$ cat src/inc/psf_pkg.sv
`default_nettype none
package psf_pkg;
	// Register map (byte address on the AXI4-Lite bus)
	localparam logic [7:0] PSF_STATUS_OFS = 8'hd0;
	localparam logic [7:0] PSF_STATUS_RST = 8'h00;
	// Bit positions within the status word
	localparam int PSF_CARRY_POS = 7;
	localparam int PSF_NIBBLE_POS = 6;
	localparam int PSF_USER0_POS = 5;
	localparam int PSF_BSH_POS = 4;
	localparam int PSF_BSL_POS = 3;
	localparam int PSF_OVFL_POS = 2;
	localparam int PSF_USER1_POS = 1;
	localparam int PSF_PARITY_POS = 0;
	// Bench watchdog span, far beyond the hundred or so cycles the tests take
	localparam int PSF_TIMEOUT_CYC = 3000;
	// Each bank spans eight bytes of low scratch-pad RAM
	localparam int PSF_BANK_SHIFT = 3;
	localparam logic [1:0] PSF_RESP_OKAY = 2'h0;
	localparam logic [1:0] PSF_RESP_SLVERR = 2'h2;

	// ALU result as offered by the execution logic
	typedef struct packed {
		logic valid;
		logic carry;
		logic nibble_carry;
		logic carry_b6;
	} psf_alu_t;

	// Boolean bit-manipulation request on the carry flag
	typedef enum logic [2:0] {
		PSF_BOP_NONE,
		PSF_BOP_CLR,
		PSF_BOP_SET,
		PSF_BOP_INV,
		PSF_BOP_AND,
		PSF_BOP_OR,
		PSF_BOP_COPY
	} psf_bop_t;

	typedef struct packed {
		psf_bop_t op;
		logic bit_in;
		logic bit_inv;
	} psf_bitop_t;

	typedef enum logic [1:0] {
		PSF_RD_IDLE,
		PSF_RD_RESP
	} psf_rd_state_t;
endpackage
`default_nettype wire
$ cat src/hw/psf_bank_map.sv
`default_nettype none
module psf_bank_map
	import psf_pkg::*;
(
	// Bank select and register number
	input wire logic [1:0] bank_sel,
	input wire logic [2:0] reg_num,
	// Scratch-pad address
	output logic [7:0] ram_addr
);
	always_comb begin
		ram_addr = {3'h0, bank_sel, reg_num};
	end
endmodule
`default_nettype wire

$ cat src/hw/psf_status.sv
// Overview of operation
// - Bit 7 carry flag is set when an ALU operation carries out, cleared otherwise.
// - The carry flag is source and destination of Boolean bit instructions.
// - Bit 6 nibble carry flag records a carry across the nibble boundary.
// - Bit 5 user flag zero is plain software storage with no hardware effect.
// - Bit 2 overflow flag is the exclusive-or of carries out of bit six and bit seven.
// - Bit 1 user flag one is plain software storage.
// - Bit 0 parity flag is one when the accumulator has an odd count of ones.
// - Bits 4..3 select the working bank at RAM 00-07h, 08-0Fh, 10-17h or 18-1Fh.
`default_nettype none
module psf_status
	import psf_pkg::*;
(
	// Clock and reset
	input wire logic aclk,
	input wire logic aresetn,
	// AXI4-Lite write address and data
	input wire logic [7:0] s_axi_awaddr,
	input wire logic s_axi_awvalid,
	output logic s_axi_awready,
	input wire logic [31:0] s_axi_wdata,
	input wire logic [3:0] s_axi_wstrb,
	input wire logic s_axi_wvalid,
	output logic s_axi_wready,
	// AXI4-Lite write response
	output logic [1:0] s_axi_bresp,
	output logic s_axi_bvalid,
	input wire logic s_axi_bready,
	// AXI4-Lite read
	input wire logic [7:0] s_axi_araddr,
	input wire logic s_axi_arvalid,
	output logic s_axi_arready,
	output logic [31:0] s_axi_rdata,
	output logic [1:0] s_axi_rresp,
	output logic s_axi_rvalid,
	input wire logic s_axi_rready,
	// Execution logic side
	input wire logic [7:0] acc,
	input wire psf_alu_t alu,
	input wire psf_bitop_t bitop,
	input wire logic [2:0] reg_num,
	output logic [7:0] status_word,
	output logic carry_out,
	output logic [7:0] reg_addr
);
	////////////////////////////////////////////////////////////////////////
	function automatic logic odd_parity(input logic [7:0] v);
		return ^v;
	endfunction

	// Any byte of the status word's aligned word hits it
	function automatic logic addr_hit(input logic [7:0] a);
		return a[7:2] == PSF_STATUS_OFS[7:2];
	endfunction

	function automatic logic bit_op(input psf_bitop_t b, input logic carry);
		logic src;
		src = b.bit_inv ? ~b.bit_in : b.bit_in;
		case (b.op)
			PSF_BOP_CLR: bit_op = 1'b0;
			PSF_BOP_SET: bit_op = 1'b1;
			PSF_BOP_INV: bit_op = ~carry;
			PSF_BOP_AND: bit_op = carry & src;
			PSF_BOP_OR: bit_op = carry | src;
			PSF_BOP_COPY: bit_op = src;
			default: bit_op = carry;
		endcase
	endfunction

	////////////////////////////////////////////////////////////////////////
	// Write channel: address and data latched independently
	logic aw_have_q, aw_have_d;
	logic w_have_q, w_have_d;
	logic [7:0] aw_addr_q, aw_addr_d;
	logic [7:0] w_data_q, w_data_d;
	logic w_strb_q, w_strb_d;
	logic bvalid_q, bvalid_d;
	logic [1:0] bresp_q, bresp_d;
	logic wr_fire;
	logic wr_hit;

	always_comb begin
		aw_have_d = aw_have_q;
		w_have_d = w_have_q;
		aw_addr_d = aw_addr_q;
		w_data_d = w_data_q;
		w_strb_d = w_strb_q;
		bvalid_d = bvalid_q;
		bresp_d = bresp_q;
		if (s_axi_awvalid && s_axi_awready) begin
			aw_have_d = 1'b1;
			aw_addr_d = s_axi_awaddr;
		end
		if (s_axi_wvalid && s_axi_wready) begin
			w_have_d = 1'b1;
			w_data_d = s_axi_wdata[7:0];
			w_strb_d = s_axi_wstrb[0];
		end
		if (wr_fire) begin
			aw_have_d = 1'b0;
			w_have_d = 1'b0;
			bvalid_d = 1'b1;
			bresp_d = wr_hit ? PSF_RESP_OKAY : PSF_RESP_SLVERR;
		end else if (bvalid_q && s_axi_bready) begin
			bvalid_d = 1'b0;
		end
	end

	always_ff @(posedge aclk) begin
		if (!aresetn) begin
			aw_have_q <= 1'b0;
			w_have_q <= 1'b0;
			aw_addr_q <= 8'h00;
			w_data_q <= 8'h00;
			w_strb_q <= 1'b0;
			bvalid_q <= 1'b0;
			bresp_q <= PSF_RESP_OKAY;
		end else begin
			aw_have_q <= aw_have_d;
			w_have_q <= w_have_d;
			aw_addr_q <= aw_addr_d;
			w_data_q <= w_data_d;
			w_strb_q <= w_strb_d;
			bvalid_q <= bvalid_d;
			bresp_q <= bresp_d;
		end
	end

	// Hold off new beats until the response drains
	assign s_axi_awready = !aw_have_q && !bvalid_q;
	assign s_axi_wready = !w_have_q && !bvalid_q;
	assign wr_fire = aw_have_q && w_have_q && !bvalid_q;
	assign wr_hit = addr_hit(aw_addr_q);
	assign s_axi_bvalid = bvalid_q;
	assign s_axi_bresp = bresp_q;

	////////////////////////////////////////////////////////////////////////
	// Read channel
	psf_rd_state_t rd_state_q, rd_state_d;
	logic [31:0] rdata_q, rdata_d;
	logic [1:0] rresp_q, rresp_d;

	always_comb begin
		rd_state_d = rd_state_q;
		rdata_d = rdata_q;
		rresp_d = rresp_q;
		case (rd_state_q)
			PSF_RD_IDLE: begin
				if (s_axi_arvalid) begin
					rd_state_d = PSF_RD_RESP;
					if (addr_hit(s_axi_araddr)) begin
						rdata_d = {24'h000000, status_word};
						rresp_d = PSF_RESP_OKAY;
					end else begin
						rdata_d = 32'h00000000;
						rresp_d = PSF_RESP_SLVERR;
					end
				end
			end
			PSF_RD_RESP: begin
				if (s_axi_rready) begin
					rd_state_d = PSF_RD_IDLE;
				end
			end
			default: rd_state_d = PSF_RD_IDLE;
		endcase
	end

	always_ff @(posedge aclk) begin
		if (!aresetn) begin
			rd_state_q <= PSF_RD_IDLE;
			rdata_q <= 32'h00000000;
			rresp_q <= PSF_RESP_OKAY;
		end else begin
			rd_state_q <= rd_state_d;
			rdata_q <= rdata_d;
			rresp_q <= rresp_d;
		end
	end

	assign s_axi_arready = (rd_state_q == PSF_RD_IDLE);
	assign s_axi_rvalid = (rd_state_q == PSF_RD_RESP);
	assign s_axi_rdata = rdata_q;
	assign s_axi_rresp = rresp_q;

	////////////////////////////////////////////////////////////////////////
	// Status word; core updates win over a software write in the same cycle
	logic carry_q, carry_d, nib_q, nib_d, ovf_q, ovf_d, usr0_q, usr0_d, usr1_q, usr1_d;
	logic [1:0] bank_q, bank_d;
	logic sw_wr;

	assign sw_wr = wr_fire && wr_hit && w_strb_q;

	always_comb begin
		carry_d = carry_q;
		nib_d = nib_q;
		ovf_d = ovf_q;
		usr0_d = usr0_q;
		usr1_d = usr1_q;
		bank_d = bank_q;
		if (sw_wr) begin
			carry_d = w_data_q[PSF_CARRY_POS];
			nib_d = w_data_q[PSF_NIBBLE_POS];
			usr0_d = w_data_q[PSF_USER0_POS];
			bank_d = w_data_q[PSF_BSH_POS:PSF_BSL_POS];
			ovf_d = w_data_q[PSF_OVFL_POS];
			usr1_d = w_data_q[PSF_USER1_POS];
		end
		if (alu.valid) begin
			carry_d = alu.carry;
			nib_d = alu.nibble_carry;
			ovf_d = alu.carry ^ alu.carry_b6;
		end else if (bitop.op != PSF_BOP_NONE) begin
			carry_d = bit_op(bitop, carry_q);
		end
	end

	always_ff @(posedge aclk) begin
		if (!aresetn) begin
			carry_q <= PSF_STATUS_RST[PSF_CARRY_POS];
			nib_q <= PSF_STATUS_RST[PSF_NIBBLE_POS];
			ovf_q <= PSF_STATUS_RST[PSF_OVFL_POS];
			usr0_q <= PSF_STATUS_RST[PSF_USER0_POS];
			usr1_q <= PSF_STATUS_RST[PSF_USER1_POS];
			bank_q <= PSF_STATUS_RST[PSF_BSH_POS:PSF_BSL_POS];
		end else begin
			carry_q <= carry_d;
			nib_q <= nib_d;
			ovf_q <= ovf_d;
			usr0_q <= usr0_d;
			usr1_q <= usr1_d;
			bank_q <= bank_d;
		end
	end

	// Parity is never stored, so a written value cannot survive
	always_comb begin
		status_word = {carry_q, nib_q, usr0_q, bank_q, ovf_q, usr1_q,
			odd_parity(acc)};
	end
	assign carry_out = carry_q;

	psf_bank_map u_bank_map (
		.bank_sel(bank_q),
		.reg_num(reg_num),
		.ram_addr(reg_addr)
	);

	////////////////////////////////////////////////////////////////////////
	carry_tracks_a: assert property (@(posedge aclk) disable iff (!aresetn)
		alu.valid |=> carry_out == $past(alu.carry))
		else $error("carry flag missed the ALU carry");
	bool_and_a: assert property (@(posedge aclk) disable iff (!aresetn)
		(!alu.valid && bitop.op == PSF_BOP_AND)
		|=> carry_out == ($past(carry_out) & ($past(bitop.bit_in) ^ $past(bitop.bit_inv))))
		else $error("Boolean AND on carry wrong");
	nibble_carry_a: assert property (@(posedge aclk) disable iff (!aresetn)
		alu.valid |=> status_word[PSF_NIBBLE_POS] == $past(alu.nibble_carry))
		else $error("nibble carry flag wrong");
	user_zero_a: assert property (@(posedge aclk) disable iff (!aresetn)
		!sw_wr |=> $stable(status_word[PSF_USER0_POS]))
		else $error("user flag zero changed without a write");
	overflow_xor_a: assert property (@(posedge aclk) disable iff (!aresetn)
		alu.valid |=> status_word[PSF_OVFL_POS] == ($past(alu.carry) ^ $past(alu.carry_b6)))
		else $error("overflow flag wrong");
	user_one_a: assert property (@(posedge aclk) disable iff (!aresetn)
		sw_wr |=> status_word[PSF_USER1_POS] == $past(w_data_q[PSF_USER1_POS]))
		else $error("user flag one not written");
	parity_odd_a: assert property (@(posedge aclk) disable iff (!aresetn)
		status_word[PSF_PARITY_POS] == (($countones(acc) % 2) == 1))
		else $error("parity flag wrong");
	bank_addr_a: assert property (@(posedge aclk) disable iff (!aresetn)
		reg_addr[7:PSF_BANK_SHIFT] == {3'h0, status_word[PSF_BSH_POS:PSF_BSL_POS]})
		else $error("bank mapping wrong");
	parity_sticky_a: assert property (@(posedge aclk) disable iff (!aresetn)
		(sw_wr && w_data_q[PSF_PARITY_POS] != ^acc) ##1 $stable(acc)
		|-> status_word[PSF_PARITY_POS] != $past(w_data_q[PSF_PARITY_POS]))
		else $error("parity kept a written value");
endmodule
`default_nettype wire

$ cat config.mk
export PLATFORM = sky130hd
export DESIGN_NAME = psf_status
export DESIGN_NICKNAME = d
export VERILOG_FILES = /design/src/inc/psf_pkg.sv /design/src/hw/psf_bank_map.sv /design/src/hw/psf_status.sv
export SDC_FILE = /design/constraint.sdc
export NUM_CORES = 1
export LEC_CHECK = 0
export BUFFER_PORTS_ARGS = -buffer_cell sky130_fd_sc_hd__buf_4
export CAP_MARGIN = 5
export CORE_MARGIN = 4
export CORE_UTILIZATION = 42
export CTS_BUF_LIST = sky130_fd_sc_hd__clkbuf_2 sky130_fd_sc_hd__clkbuf_4 sky130_fd_sc_hd__clkbuf_8
export DETAILED_ROUTE_END_ITERATION = 7
export PLACE_DENSITY = 0.87
export SLEW_MARGIN = 20
export SYNTH_ARGS = -nofsm -noshare
export SYNTH_HDL_FRONTEND = slang
export SYNTH_SLANG_ARGS = --single-unit
$ cat constraint.sdc
create_clock -name aclk -period 1.95 [get_ports aclk]
set_clock_uncertainty 0.2 [all_clocks]
set_input_delay 0.195 -clock aclk [delete_from_list [all_inputs] [get_ports aclk]]
set_output_delay 0.195 -clock aclk [all_outputs]
set_load 0.1 [all_outputs]
==> metrics.yaml, run 1 <==
outcome: "finished, final reports clean"
endpoint_kind: "output port"
worstSetupPathType: "primary input to output port"
via_count: 1531
rsz0062_at_grt: "no"
io_pins: 137
grt_max_degree: 38
start_util_pct: 43.4
synth.area.top_cells: "dfxtp_1 (37%), buf_4 (16%), nor2b_1 (6.7%)"
multi_input_area_um2: 966
p_per_area_nw_per_um2: 811
clk-insertion-delay-late_ns: 0.28
total_leakage_power_nw: 1.18
min_period_over_period_pct: 87.4
row_count: 24
syn_to_final_growth_pct: 35.6
postRouteAntennaNets: 0
seq_area_um2: 706
core_um2: 4320
die-area_um2: 5600
slew_violations: 0
cp.required_ns: 1.55
finalHoldViolations: 0
fillCellCount: 381
setup_slack_ns: 0.245
synth_cells: 205
cts.path.max_buffers: 2
dieWidth_um: 74.8
clk_pin_slew_worst_paths_ns: 0.07
path_max_fanout: 2
drtPass1Iterations: 4
synth_top_area_cell: "dfxtp_1"
syn-cell-area_um2: 1880
setup_tns_ns: 0
portBuffers: 69
fin_util_pct: 58.8
arrival_ns: 1.31
setup_violations: 0
h-tree-depth: 2
p_total_w: 0.00206
place_worst_setup_slack_ns: 0.231
startpoint_type: "primary input"
synth_edf_count: 0
mostFrequentLayoutCell: "buf_4"
antenna_found_initial: 0
diodes: 0
synth-seq-cells: 35
syn_area_per_cell_um2: 9.15
cap_violations: 0
synth_ff_type: "dfxtp_1"
seq_area_frac_synth_pct: 37.4
layout_common_cells: "buf_4 (69), dfxtp_1 (33), conb_1 (29)"
viasPerCell: 4.58
numCtsBuffers: 5
drtIter0Drc: 41
fmax_mhz: 587
chipHeight_um: 74.8
first_global_vias: 1439
place_congestion: 0.731
holdCritPathClass: "primary input to flip-flop"
grt_pass1_wl_mm: 6.13
synth_cell_types: 37
finalWirelength_mm: 4.13
async_flop_share_pct: 0
final_nets: 360
worstMarginPinSlew_ns: 0.552
track_usage_pct: 14.4
peakVddDrop_uv: 368
overflow: 0
clock_sink_count: 35
dp_hpwl_mm: 3.03
post-route-min-period_ns: 1.70
whs_ns: 0.0123
cts-root-buf: "clkbuf_8"
yosysTopAreaCellShare_pct: 37.4
synth-warning-count: 0
drive_gt1_share_pct: 31.2
slew-limit-headroom_pct: 63.0
drcViolationCount: 0
cts_tree: "built"
avgRoutedWirePerCell_um: 12.4
==> power breakdown <==
group | internal, W | switching (W)
clock network | 0.000278 | 0.000241
registers | 0.000749 | 0.0000275
logic | 0.000199 | 0.000567
==> critical path: stages <==
cell	delay, ns
buf_4	0.11
xor2_1	0.15
xnor2_1	0.37
xnor2_4	0.16
buf_4	0.31
==> path summary, 6_finish.rpt <==
kind,startpoint,to,slack [ns],depth (start not counted)
max,acc[7],status_word[0],0.25,5
min,s_axi_araddr[2],s_axi_rresp[1]$_SDFFE_PN0P_,0.01,3
max reg2reg,rd_state_q[0]$_SDFFE_PN0P_,s_axi_rdata[3]$_SDFFE_PN0P_,0.30,4
min reg2reg,w_data_q[3]$_SDFFE_PN0P_,w_data_q[3]$_SDFFE_PN0P_,0.26,2
==> synthesized netlist by cell type (2+ instances only) <==
cell,count
buf_4,39
inv_1,5
buf_2,2
nand4_1,2
xnor2_1,7
dfxtp_1,35
mux2i_1,12
a22oi_1,7
nand2b_1,3
a21oi_1,6
a21boi_0,10
and2_1,2
o21ai_0,6
nand2_1,19
nor2b_1,20
nand3b_1,2
xor2_1,3
nor2_1,3
clkbuf_1,4
==> flip-flops by register name, summed over array words and instances (netlist names) <==
signal,cells
s_axi_rdata,8
aw_addr_q,6
usr1_q,1
w_have_q,1
aw_have_q,1
nib_q,1
ovf_q,1
rd_state_q,1
w_strb_q,1
s_axi_bresp,1
w_data_q,7
s_axi_bvalid,1
s_axi_rresp,1
bank_q,2
usr0_q,1
carry_out,1
==> stage by stage <==
stage / area [um2] / instances
floorplan: 2020 / 233
global placement: 2270 / 308
detailed placement: 2270 / 308
CTS: 2540 / 334
global route: 2540 / 334
finish: 2540 / 334
==> cell families after synthesis <==
logic type	count (synthesis)	share of synthesized area, %
AND/OR/NAND/NOR	61	19.9
buffers and inverters	51	18.5
other	1	0.200
flip-flops	35	37.4
XOR/XNOR	10	4.67
AO/OA/AOI/OAI	35	12.9
multiplexers	12	6.40
==> per-layer routing <==
layer | share of wire, % | vias up | global-route usage, % | wire [um]
li1 | - | 772 | - | -
met1 | 39 | 692 | 15.2 | 1600
met2 | 52 | 61 | 26.9 | 2150
met3 | 8.0 | 6 | 3.74 | 331
met4 | 1.3 | 0 | 5.73 | 54
met5 | 0 | - | 0 | 0
==> area by class of cell <==
cell class	instances	share of cell area, %
Sequential cell	35	27.8
Multi-Input combinational cell	147	38.0
Timing Repair Buffer	87	27.5
Tap cell	52	2.56
Clock buffer	7	3.30
Clock inverter	1	0.197
Inverter	5	0.738
==> what timing repair did <==
| action | CTS | global route |
|---|---|---|
| gates resized for setup | 0 | 0 |
| hold endpoints to repair | 17 | 0 |
| endpoints found under the setup margin | 0 | 0 |
| hold buffers | 18 | 0 |
| setup buffers | 0 | 0 |
No activity file was read; power rests on OpenSTA's default activity.
==> run 2: changes to the inputs <==
--- a/config.mk
+++ b/config.mk
@@ -8,10 +8,10 @@
 export BUFFER_PORTS_ARGS = -buffer_cell sky130_fd_sc_hd__buf_4
 export CAP_MARGIN = 5
 export CORE_MARGIN = 4
-export CORE_UTILIZATION = 42
+export CORE_UTILIZATION = 45
 export CTS_BUF_LIST = sky130_fd_sc_hd__clkbuf_2 sky130_fd_sc_hd__clkbuf_4 sky130_fd_sc_hd__clkbuf_8
 export DETAILED_ROUTE_END_ITERATION = 7
-export PLACE_DENSITY = 0.87
+export PLACE_DENSITY = 0.92
 export SLEW_MARGIN = 20
 export SYNTH_ARGS = -nofsm -noshare
 export SYNTH_HDL_FRONTEND = slang
==> constraint.sdc (replaced) <==
create_clock -name aclk -period 2.05 [get_ports aclk]
set_clock_uncertainty 0.2 [all_clocks]
set_input_delay 0.205 -clock aclk [delete_from_list [all_inputs] [get_ports aclk]]
set_output_delay 0.205 -clock aclk [all_outputs]
set_load 0.1 [all_outputs]
==> run 2 against run 1 <==
  * Critical path depth stayed put
  * Via count is 0.13% higher
  * Largest power group unchanged
  * Cell area is 0.84% lower
  * Clock-buffer cell count is 2 lower
  * Combinational power is 6.9% lower
  * Critical endpoint is now s_axi_rdata[7]$_SDFFE_PN0P_
  * Setup slack better by 0.13 ns
  * Global-route usage is 0.46 points higher
  * Sequential power is 4.9% lower
==> metrics.yaml, run 2 (synthesis gave the netlist of run 1 again) <==
peakVddDrop_uv: 375  # was 368 uV
finalHoldViolations: 0  # unchanged
h-tree-depth: 2  # unchanged
place_congestion: 0.732  # was 0.731
fin_util_pct: 62.6  # was 58.8%
grt_pass1_wl_mm: 6.02  # was 6.13 mm
dp.cells: 306  # was 308
start_util_pct: 46.6  # was 43.4%
dp_hpwl_mm: 3.06  # was 3.03 mm
startpoint_type: "primary input"  # unchanged
io_pins: 137  # unchanged
fmax_mhz: 599
drtIter0Drc: 80  # was 41
final_nets: 360  # unchanged
p_per_area_nw_per_um2: 763  # was 811 nW/um2
arrival_ns: 1.69  # was 1.31 ns
total_leakage_power_nw: 1.17  # was 1.18 nW
min_period_over_period_pct: 81.5
endpoint_kind: "flip-flop"  # was output port
use_met3_pct: 3.32  # was 3.74%
grt_most_used_layer: "met2"  # unchanged
viasPerCell: 4.62  # was 4.58
clk_pin_slew_worst_paths_ns: 0.07  # about the same
drtPass1Iterations: 4  # unchanged
slew_violations: 0  # unchanged
worstSetupPathType: "primary input to flip-flop"  # was primary input to output port
worstMarginPinSlew_ns: 0.516  # was 0.552 ns
dpl-instance-area_um2: 2260  # was 2270 um2
dieWidth_um: 72.6  # was 74.8 um
first_global_vias: 1339  # was 1439
numCtsBuffers: 5  # unchanged
clock_sink_count: 35  # unchanged
avgRoutedWirePerCell_um: 12.2  # was 12.4 um
clk-insertion-delay-late_ns: 0.28  # about the same
core_um2: 4030  # was 4320 um2
post-route-min-period_ns: 1.67
cts_tree: "built"  # unchanged
cts-root-buf: "clkbuf_8"  # unchanged
whs_ns: 0.0123  # about the same
die-area_um2: 5260  # was 5600 um2
chipHeight_um: 72.6  # was 74.8 um
setup_tns_ns: 0  # unchanged
postCtsResizedCells: 0  # unchanged
holdCritPathClass: "primary input to flip-flop"  # unchanged
design_area_um2: 2520  # was 2540 um2
largest_reg_flops: 8  # unchanged
syn_to_final_growth_pct: 34.4  # was 35.6%
slew-limit-headroom_pct: 65.5  # was 63.0%
portBuffers: 69  # unchanged
setup_violations: 0  # unchanged
drive_gt1_share_pct: 31.2  # unchanged
path_max_fanout: 9  # was 2
cap_violations: 0  # unchanged
use_met2_pct: 26.2  # was 26.9%
mostFrequentLayoutCell: "buf_4"  # unchanged
layout_common_cells: "buf_4 (69), dfxtp_1 (33), conb_1 (29)"  # unchanged
outcome: "finished, final reports clean"  # unchanged
via_count: 1533  # was 1531
finalWirelength_mm: 4.06  # was 4.13 mm
drcViolationCount: 0  # unchanged
diodes: 0  # unchanged
antenna_found_initial: 0  # unchanged
fin_cells: 332  # was 334
grtUsageMet1_pct: 16.4  # was 15.2%
track_usage_pct: 14.9  # was 14.4%
cts.path.max_buffers: 2  # unchanged
overflow: 0  # unchanged
row_count: 23  # was 24
rsz0062_at_grt: "no"  # unchanged
postRouteAntennaNets: 0  # unchanged
cp.required_ns: 2.07  # was 1.55 ns
grt_max_degree: 38  # unchanged
run 2: changes by cell type in the layout (fill, tap and decap cells not counted), sizes merged:
| cell | previous run | this run |
|---|---|---|
| clkbuf | 7 | 5 |
| clkinv | 1 | 3 |
run 2: through the flow:
| step | total power, W | setup slack [ns] |
|---|---|---|
| after floorplan | 0.00139 | 0.00659 |
| after global placement | 0.00143 | 0.437 |
| after detailed placement | 0.00144 | 0.421 |
| after CTS | 0.00194 | 0.376 |
| after global routing | 0.00200 | 0.261 |
| final | 0.00192 | 0.380 |
run 2: worst paths after layout:
| check | startpoint | endpoint | slack [ns] | cells past startpoint |
|---|---|---|---|---|
| hold reg to reg | w_strb_q$_SDFFE_PN0P_ | w_strb_q$_SDFFE_PN0P_ | 0.26 | 2 |
| hold / removal | s_axi_awaddr[7] | aw_addr_q[7]$_SDFFE_PN0P_ | 0.01 | 3 |
| setup / recovery | s_axi_araddr[2] | s_axi_rdata[7]$_SDFFE_PN0P_ | 0.38 | 5 |
| setup reg to reg | rd_state_q[0]$_SDFFE_PN0P_ | s_axi_rdata[7]$_SDFFE_PN0P_ | 0.45 | 4 |
run 2: final cells by class:
cell class                      count  area (um2)
Tap cell                           50        62.6
Sequential cell                    35         703
Inverter                            5        18.8
Multi-Input combinational cell    147         955
Clock buffer                        5        68.8
Clock inverter                      3        15.0
Fill cell                         336        1510
Timing Repair Buffer               87         698
run 2: power by group:
group          internal (W)  total (W)  leakage, nW  switching, W
registers          0.000713   0.000739        0.287     0.0000258
logic              0.000180   0.000712        0.840      0.000533
clock network      0.000232   0.000471       0.0477      0.000239
total               0.00113    0.00192         1.17      0.000798
run 2: critical path: stages:
cell and delay [ns]:
dlygate4sd3_1 0.55, buf_4 0.15, nor4b_4 0.52, a22oi_1 0.12
nor2b_1 0.15
run 2: per-layer routing:
metal  share of wire (%)  wire length (um)
met4                 1.9                78
met5                   0                 0
met1                  38              1560
met2                  52              2090
met3                 8.1               329
run 2: repair_timing:
item | in CTS | in global routing
buffers inserted | 0 | 0
hold buffers | 18 | 0
hold endpoints to repair | 17 | 0
